### src/verilog/adcc_map.svh
// Register offsets, field positions, reset values and timing counts
`ifndef ADCC_MAP_SVH
`define ADCC_MAP_SVH
`define ADCC_IDX_RESH 8'h1e
`define ADCC_IDX_CTRL0 8'h1f
`define ADCC_IDX_RESL 8'h9e
`define ADCC_IDX_CTRL1 8'h9f
`define ADCC_IDX_STAT 8'ha0
`define ADCC_IDX_SAMP 8'ha1
`define ADCC_CTRL0_RST 8'h00
`define ADCC_CTRL1_RST 8'h00
`define ADCC_BIT_POWER 0
`define ADCC_BIT_BUSY 2
`define ADCC_BIT_JUSTIFY 7
`define ADCC_BIT_CLKHI 6
`define ADCC_CONV_PERIODS 4'd12
`define ADCC_RC_DIV 10'd800
`endif

### src/verilog/adcc_pkg.sv
// Types of the converter control block
package adcc_pkg;
   typedef enum logic [2:0] {
      ADCC_IDLE = 3'b001,
      ADCC_CONV = 3'b010,
      ADCC_DONE = 3'b100
   } adcc_state_type;
endpackage : adcc_pkg
### src/verilog/adcc_conversion_control.sv
// Conversion control of a 10-bit successive-approximation converter
//
// Implementation choice: the APB slave port.
`include "adcc_map.svh"
`timescale 1ns/10ps
`default_nettype none
module adcc_conversion_control #(
   parameter bit LARGE_VARIANT = 1'b1
) (
   // Clock and reset
   input wire logic mclk,
   input wire logic rst_n,
   // APB slave
   input wire logic psel,
   input wire logic penable,
   input wire logic pwrite,
   input wire logic [11:0] paddr,
   input wire logic [31:0] pwdata,
   output logic [31:0] prdata,
   output logic pready,
   output logic pslverr,
   // Converter core
   input wire logic sleepMode,
   input wire logic [9:0] sampleValue,
   output logic [2:0] channelSel,
   output logic convPower,
   output logic sampleHold,
   // Pin configuration
   output logic [7:0] pinAnalog,
   output logic highRefFromPin,
   output logic lowRefFromPin,
   // Completion
   output logic conversionCompleteFlag
);
   logic [7:0] ctrl0_q;
   logic [7:0] ctrl1_q;
   logic [9:0] result_q;
   logic [9:0] sampleReg_q;
   logic flag_q;
   logic [6:0] div_q;
   logic [9:0] rcDiv_q;
   logic [3:0] period_q;
   adcc_pkg::adcc_state_type state_q;
   logic tick;
   logic [7:0] idx;
   logic wrEn;
   logic rdEn;
   logic mapped;
   logic startReq;
   logic finish;
   logic [15:0] justified;
   logic [9:0] pinCfg;

   // Pin map: analog mask and reference use per port config code
   function automatic logic [9:0] pinMap(input logic [3:0] code);
      case (code)
         4'h0: pinMap = {8'hff, 2'b00};
         4'h1: pinMap = {8'hf7, 2'b10};
         4'h2: pinMap = {8'h1f, 2'b00};
         4'h3: pinMap = {8'h17, 2'b10};
         4'h4: pinMap = {8'h0b, 2'b00};
         4'h5: pinMap = {8'h03, 2'b10};
         4'h8: pinMap = {8'hf3, 2'b11};
         4'h9: pinMap = {8'h3f, 2'b00};
         4'ha: pinMap = {8'h37, 2'b10};
         4'hb: pinMap = {8'h33, 2'b11};
         4'hc: pinMap = {8'h13, 2'b11};
         4'hd: pinMap = {8'h03, 2'b11};
         4'he: pinMap = {8'h01, 2'b00};
         4'hf: pinMap = {8'h01, 2'b11};
         default: pinMap = {8'h00, 2'b00};
      endcase
   endfunction : pinMap

   assign idx = paddr[9:2];
   assign wrEn = psel && penable && pwrite;
   assign rdEn = psel && penable && !pwrite;
   assign mapped = (paddr[11:10] == 2'b00) && (paddr[1:0] == 2'b00) &&
      ((idx == `ADCC_IDX_RESH) || (idx == `ADCC_IDX_CTRL0) ||
       (idx == `ADCC_IDX_RESL) || (idx == `ADCC_IDX_CTRL1) ||
       (idx == `ADCC_IDX_STAT));
   assign pready = 1'b1;
   assign pslverr = psel && penable && !mapped;

   // Start only with power on and converter idle
   assign startReq = wrEn && (idx == `ADCC_IDX_CTRL0) && mapped &&
      pwdata[`ADCC_BIT_BUSY] && pwdata[`ADCC_BIT_POWER] &&
      ctrl0_q[`ADCC_BIT_POWER] && (state_q == adcc_pkg::ADCC_IDLE);

   // Conversion clock enable
   always_ff @(posedge mclk or negedge rst_n) begin
      if (!rst_n) begin
         div_q <= 7'h00;
      end else if (state_q == adcc_pkg::ADCC_IDLE) begin
         div_q <= 7'h00;
      end else begin
         div_q <= div_q + 7'h01;
      end
   end

   // RC divider restarts with each conversion so every period is whole
   always_ff @(posedge mclk or negedge rst_n) begin
      if (!rst_n) begin
         rcDiv_q <= 10'h000;
      end else if ((state_q == adcc_pkg::ADCC_IDLE) ||
         (rcDiv_q == `ADCC_RC_DIV - 10'd1)) begin
         rcDiv_q <= 10'h000;
      end else begin
         rcDiv_q <= rcDiv_q + 10'h001;
      end
   end

   always_comb begin
      case ({ctrl1_q[`ADCC_BIT_CLKHI], ctrl0_q[7:6]})
         3'b000: tick = div_q[0:0] == 1'b1;
         3'b001: tick = div_q[2:0] == 3'h7;
         3'b010: tick = div_q[4:0] == 5'h1f;
         3'b100: tick = div_q[1:0] == 2'h3;
         3'b101: tick = div_q[3:0] == 4'hf;
         3'b110: tick = div_q[5:0] == 6'h3f;
         default: tick = rcDiv_q == `ADCC_RC_DIV - 10'd1;
      endcase
   end

   // Conversion sequencer
   always_ff @(posedge mclk or negedge rst_n) begin
      if (!rst_n) begin
         state_q <= adcc_pkg::ADCC_IDLE;
         period_q <= 4'h0;
      end else begin
         case (state_q)
            adcc_pkg::ADCC_IDLE: begin
               period_q <= 4'h0;
               if (startReq) begin
                  state_q <= adcc_pkg::ADCC_CONV;
               end
            end
            adcc_pkg::ADCC_CONV: begin
               if (!ctrl0_q[`ADCC_BIT_POWER]) begin
                  state_q <= adcc_pkg::ADCC_IDLE;
               end else if (sleepMode &&
                  (ctrl0_q[7:6] != 2'b11)) begin
                  state_q <= adcc_pkg::ADCC_CONV;
               end else if (tick) begin
                  if (period_q == `ADCC_CONV_PERIODS - 4'd1) begin
                     state_q <= adcc_pkg::ADCC_DONE;
                  end
                  period_q <= period_q + 4'h1;
               end
            end
            adcc_pkg::ADCC_DONE: begin
               state_q <= adcc_pkg::ADCC_IDLE;
            end
            default: begin
               state_q <= adcc_pkg::ADCC_IDLE;
            end
         endcase
      end
   end

   assign finish = state_q == adcc_pkg::ADCC_DONE;
   assign sampleHold = state_q == adcc_pkg::ADCC_CONV;

   // Sample captured on the accepted start write, before the first conversion period
   always_ff @(posedge mclk or negedge rst_n) begin
      if (!rst_n) begin
         sampleReg_q <= 10'h000;
      end else if (startReq) begin
         sampleReg_q <= sampleValue;
      end
   end

   always_ff @(posedge mclk or negedge rst_n) begin
      if (!rst_n) begin
         result_q <= 10'h000;
      end else if (finish) begin
         result_q <= sampleReg_q;
      end
   end

   // Completion flag: set wins over software clear
   always_ff @(posedge mclk or negedge rst_n) begin
      if (!rst_n) begin
         flag_q <= 1'b0;
      end else if (finish) begin
         flag_q <= 1'b1;
      end else if (wrEn && mapped && (idx == `ADCC_IDX_STAT) &&
         pwdata[0]) begin
         flag_q <= 1'b0;
      end
   end

   always_ff @(posedge mclk or negedge rst_n) begin
      if (!rst_n) begin
         ctrl0_q <= `ADCC_CTRL0_RST;
      end else if (wrEn && mapped && (idx == `ADCC_IDX_CTRL0)) begin
         ctrl0_q <= {pwdata[7:3], 2'b00, pwdata[0]};
      end
   end

   always_ff @(posedge mclk or negedge rst_n) begin
      if (!rst_n) begin
         ctrl1_q <= `ADCC_CTRL1_RST;
      end else if (wrEn && mapped && (idx == `ADCC_IDX_CTRL1)) begin
         ctrl1_q <= {pwdata[7:6], 2'b00, pwdata[3:0]};
      end
   end

   assign justified = ctrl1_q[`ADCC_BIT_JUSTIFY] ?
      {6'h00, result_q} : {result_q, 6'h00};

   always_ff @(posedge mclk or negedge rst_n) begin
      if (!rst_n) begin
         prdata <= 32'h0000_0000;
      end else if (psel && !penable && !pwrite && !mapped) begin
         prdata <= 32'h0000_0000;
      end else if (psel && !penable && !pwrite) begin
         case (paddr[9:2])
            `ADCC_IDX_RESH: prdata <= {24'h000000, justified[15:8]};
            `ADCC_IDX_RESL: prdata <= {24'h000000, justified[7:0]};
            `ADCC_IDX_CTRL0: prdata <= {24'h000000, ctrl0_q[7:3],
               (state_q != adcc_pkg::ADCC_IDLE), 1'b0, ctrl0_q[0]};
            `ADCC_IDX_CTRL1: prdata <= {24'h000000, ctrl1_q};
            `ADCC_IDX_STAT: prdata <= {31'h00000000, flag_q};
            default: prdata <= 32'h0000_0000;
         endcase
      end
   end

   // Channel select limited on the small variant
   assign channelSel = (LARGE_VARIANT || (ctrl0_q[5:3] <= 3'd4)) ?
      ctrl0_q[5:3] : 3'd0;
   assign convPower = ctrl0_q[`ADCC_BIT_POWER];
   assign pinCfg = pinMap(ctrl1_q[3:0]);
   assign pinAnalog = pinCfg[9:2] &
      (LARGE_VARIANT ? 8'hff : 8'h1f);
   assign highRefFromPin = pinCfg[1];
   assign lowRefFromPin = pinCfg[0];
   assign conversionCompleteFlag = flag_q;

   logic unusedRd;
   assign unusedRd = rdEn ^ (|pwdata[31:8]) ^ (|div_q[6:6]);
endmodule : adcc_conversion_control
`default_nettype wire

### config.mk
export PLATFORM = sky130hd
export DESIGN_NAME = adcc_conversion_control
export DESIGN_NICKNAME = d
export VERILOG_FILES = /design/src/verilog/adcc_pkg.sv /design/src/verilog/adcc_conversion_control.sv
export VERILOG_INCLUDE_DIRS = /design/src /design/src/verilog
export SDC_FILE = /design/constraint.sdc
export NUM_CORES = 1
export LEC_CHECK = 0
export BUFFER_PORTS_ARGS = -buffer_cell sky130_fd_sc_hd__buf_4
export CAP_MARGIN = 20
export CORE_MARGIN = 4
export CORE_UTILIZATION = 46
export DETAILED_ROUTE_END_ITERATION = 8
export PLACE_DENSITY = 0.74
export SYNTH_ARGS = -nofsm -noshare
export SYNTH_HDL_FRONTEND = slang
export SYNTH_SLANG_ARGS = --single-unit
### constraint.sdc
create_clock -name mclk -period 2 [get_ports mclk]
set_clock_uncertainty 0.2 [all_clocks]
set_input_delay 0.2 -clock mclk [delete_from_list [all_inputs] [get_ports mclk]]
set_output_delay 0.2 -clock mclk [all_outputs]
set_load 0.01 [all_outputs]
==> results_dict.tcl <==
set metrics [dict create \
    yosys.area_share.simple_pct 17.4 \
    swShare_pct 22.4 \
    cp.arrival_ns 2.12 \
    finalInstanceArea_mm2 0.00462 \
    synth_area_leaders "dfrtp_1 45%, mux2_2 7.1%, buf_4 6.2%" \
    vias 2811 \
    p_int_mw 2.03 \
    cp.required_ns 2.02 \
    cp_max_fo 6 \
    syn_area_per_cell_um2 10.6 \
    cts_num_sinks 64 \
    die_w_um 95.2 \
    die_h_um 95.2 \
    r2r_start "state_q[0]$_DFFE_PN1P_" \
    grt_pass1_vias 2788 \
    total_power_mw 2.61 \
    syn2layout_area_growth_pct 32.0 \
    placed_cell_area_mm2 0.00410 \
    grt.total_usage_pct 18.5 \
    synth_compound_area_share_pct 10.4 \
    dieArea_mm2 0.00907 \
    rows 31 \
    fill_cells 597 \
    cts_tree "yes" \
    fin_ws_ns -0.102 \
    switchingPower_mw 0.585 \
    dr.first_iter.drc_count 188 \
    final_common_cell "buf_4" \
    rr_endpoint "sampleReg_q[5]$_DFFE_PN0P_" \
    layout.nets 506 \
    netlist_instances 330 \
    final_hold_viol_count 0 \
    drc 0 \
    power.share.clock_pct 43.2 \
    clk_latency_ns 0.33 \
    worstSetupStartpointType "flip-flop" \
    seqPwrFrac_pct 49.6 \
    wl_um 8100 \
    outcome "finished, violations left" \
    core_mm2 0.00733 \
    ant_nets 0 \
    io_pins 110 \
    hold_path_depth 4 \
    synth_edf_count 0 \
    initial_utilization_pct 47.7 \
    n_antenna_cell 0 \
    synth_top_family_by_area "simple AND/OR/NAND/NOR gates" \
    portBuffers 60 \
    ys_types 57 \
    routabilityCongestion 0.805 \
    final_cell_mix "91 x buf_4, 60 x dfrtp_1, 32 x nand2_1" \
    yosysWarningCount 0 \
    htree_levels 3 \
    rsz0062_at_grt "yes" \
    overflow 0 \
    synth-main-ff-cell "dfrtp_1" \
    synth_top_area_cell "dfrtp_1" \
    wire_per_inst_um 15.0 \
    clockBufferDepth 2 \
    synth_area_mm2 0.00350 \
    p_comb_share_pct 7.2 \
    max_cap_violations 0 \
    synthXorXnorAreaFrac_pct 2.50 \
    slew_violations 0 \
    holdPathEnd "conversionCompleteFlag$_DFFE_PN0P_" \
    vias_per_cell 5.20 \
    ys_ff_latch 64 \
    drt_first_pass_iters 4 \
    worst_slew_pin_slew_ns 0.805 \
    p_leak_nw 2.26 \
    grt_pass1_wl_um 12900 \
    worst_hold_slack_ns 0.0353 \
    antenna_found_initial 0 \
    synthMuxAreaShare_pct 11.9 \
    failed_checks "negative setup slack" \
    cts_buffers 9 \
    setup_violations 10 \
    fin_crit_ns 2.10 \
    async_reset_ff_share_pct 100 \
    synthAdderAreaFrac_pct 3.22 \
    root_buffer "clkbuf_8" \
    utilization_pct 63.0 \
    cp-end-kind "flip-flop" \
    slew_headroom_pct 46.3 \
    cts.clk_slew.worst_paths_ns 0.08 \
    grt_max_degree 65 \
    synth_top_cell_area_share_pct 45.0 \
    criticalPathCategory "flip-flop to flip-flop" \
    r2r_slack_ns -0.10 \
    ys_seq_area_share_pct 45.8 \
    fin_crit_sh_pct 105 \
    hold_start "penable" \
    rr_worst_depth 4 \
    irDropWorstVdd_mv 0.579 \
    p_per_area_mw_per_mm2 565 \
    place.detailed.hpwl_um 5630 \
    min_path_type "primary input to flip-flop" \
    drive_gt1_share_pct 37.3 \
    fmax_ghz 0.476 \
]
## stage by stage
stage | worst slack, ns | TNS (ns) | cells
after global routing | -0.141 | -1.20 | 541
after CTS | -0.100 | -0.962 | 540
final | -0.102 | -0.672 | 541
after global placement | -0.103 | -1.45 | 500
after detailed placement | -0.148 | -2.07 | 500
after floorplan | -0.173 | -1.48 | 353
## kinds of logic after synthesis
group,Yosys count
muxes,35
adders and majority gates,9
DFF,64
and+or+nand+nor,111
AOI/OAI and AO/OA,51
buffers and inverters,48
other,2
xor gates and xnor gates,10
## critical path: stages (launching register included)
cell and delay [ns]:
dfstp_2 0.54, nor3b_4 0.22, nand3_2 0.15, or4_4 0.54, mux2_4 0.34
## how the worst max path moves through the flow
stage / startpoint / cells past startpoint / slack [ns] / to
2_1_floorplan: state_q[0]$_DFFE_PN1P_ / 5 / -0.17 / sampleReg_q[2]$_DFFE_PN0P_
6_report: state_q[0]$_DFFE_PN1P_ / 4 / -0.10 / sampleReg_q[5]$_DFFE_PN0P_
3_5_place_dp: paddr[8] / 5 / -0.15 / sampleReg_q[5]$_DFFE_PN0P_
4_1_cts: state_q[0]$_DFFE_PN1P_ / 4 / -0.10 / sampleReg_q[9]$_DFFE_PN0P_
5_1_grt: state_q[0]$_DFFE_PN1P_ / 4 / -0.14 / sampleReg_q[8]$_DFFE_PN0P_
3_3_place_gp: paddr[8] / 5 / -0.10 / sampleReg_q[3]$_DFFE_PN0P_
## metal layers
layer,part of all wire [%],global-route usage (%)
met5,0,0
met3,7.7,4.42
met2,47,29.4
met1,44,24.7
met4,1.4,6.49
## cell type report
class / instances / area [um^2] / area share (%)
Inverter: 8 / 30.0 / 0.650
Sequential cell: 64 / 1610 / 34.8
Multi-Input combinational cell: 242 / 1760 / 38.0
Timing Repair Buffer: 112 / 895 / 19.4
Clock buffer: 12 / 155 / 3.36
Tap cell: 99 / 124 / 2.68
Clock inverter: 4 / 52.6 / 1.14
## cells in the mapped netlist, drive strengths merged, types with 2 or more instances
cell type	n
xor2	6
clkbuf	9
nor2	21
dfrtp	63
o21ai	12
a21oi	8
buf	31
nor4	4
nor2b	7
nand3	15
conb	2
nand2	33
nor4b	3
xnor2	4
or3b	2
a221oi	3
a22oi	3
ha	9
nor3b	5
a31oi	5
or2	2
mux2i	5
a22o	5
nand4	5
mux2	30
and3	5
inv	8
a221o	2
o211a	2
## sequential cells by signal, summed over array words and instances, names as in the netlist
name	count
conversionCompleteFlag	1
ctrl0_q	6
ctrl1_q	6
div_q	6
period_q	4
prdata	8
rcDiv_q	10
result_q	10
sampleReg_q	10
state_q	3
## power by group through the flow
| stage | Clock, mW | Sequential [mW] | Combinational (mW) |
|---|---|---|---|
| floorplan | 0 | 1.32 | 0.0897 |
| global placement | 0 | 1.32 | 0.152 |
| detailed placement | 0 | 1.32 | 0.153 |
| CTS | 1.17 | 1.29 | 0.186 |
| global route | 1.22 | 1.29 | 0.207 |
| finish | 1.13 | 1.30 | 0.187 |
## timing repair
action,in CTS,in global routing
endpoints found under the setup margin,16,19
endpoints found under the hold margin,86,0
pin swaps,5,6
gates cloned,1,0
resized for setup,5,13
setup buffers,3,1
hold buffers,20,0
Power figures use the tool's default switching activity.
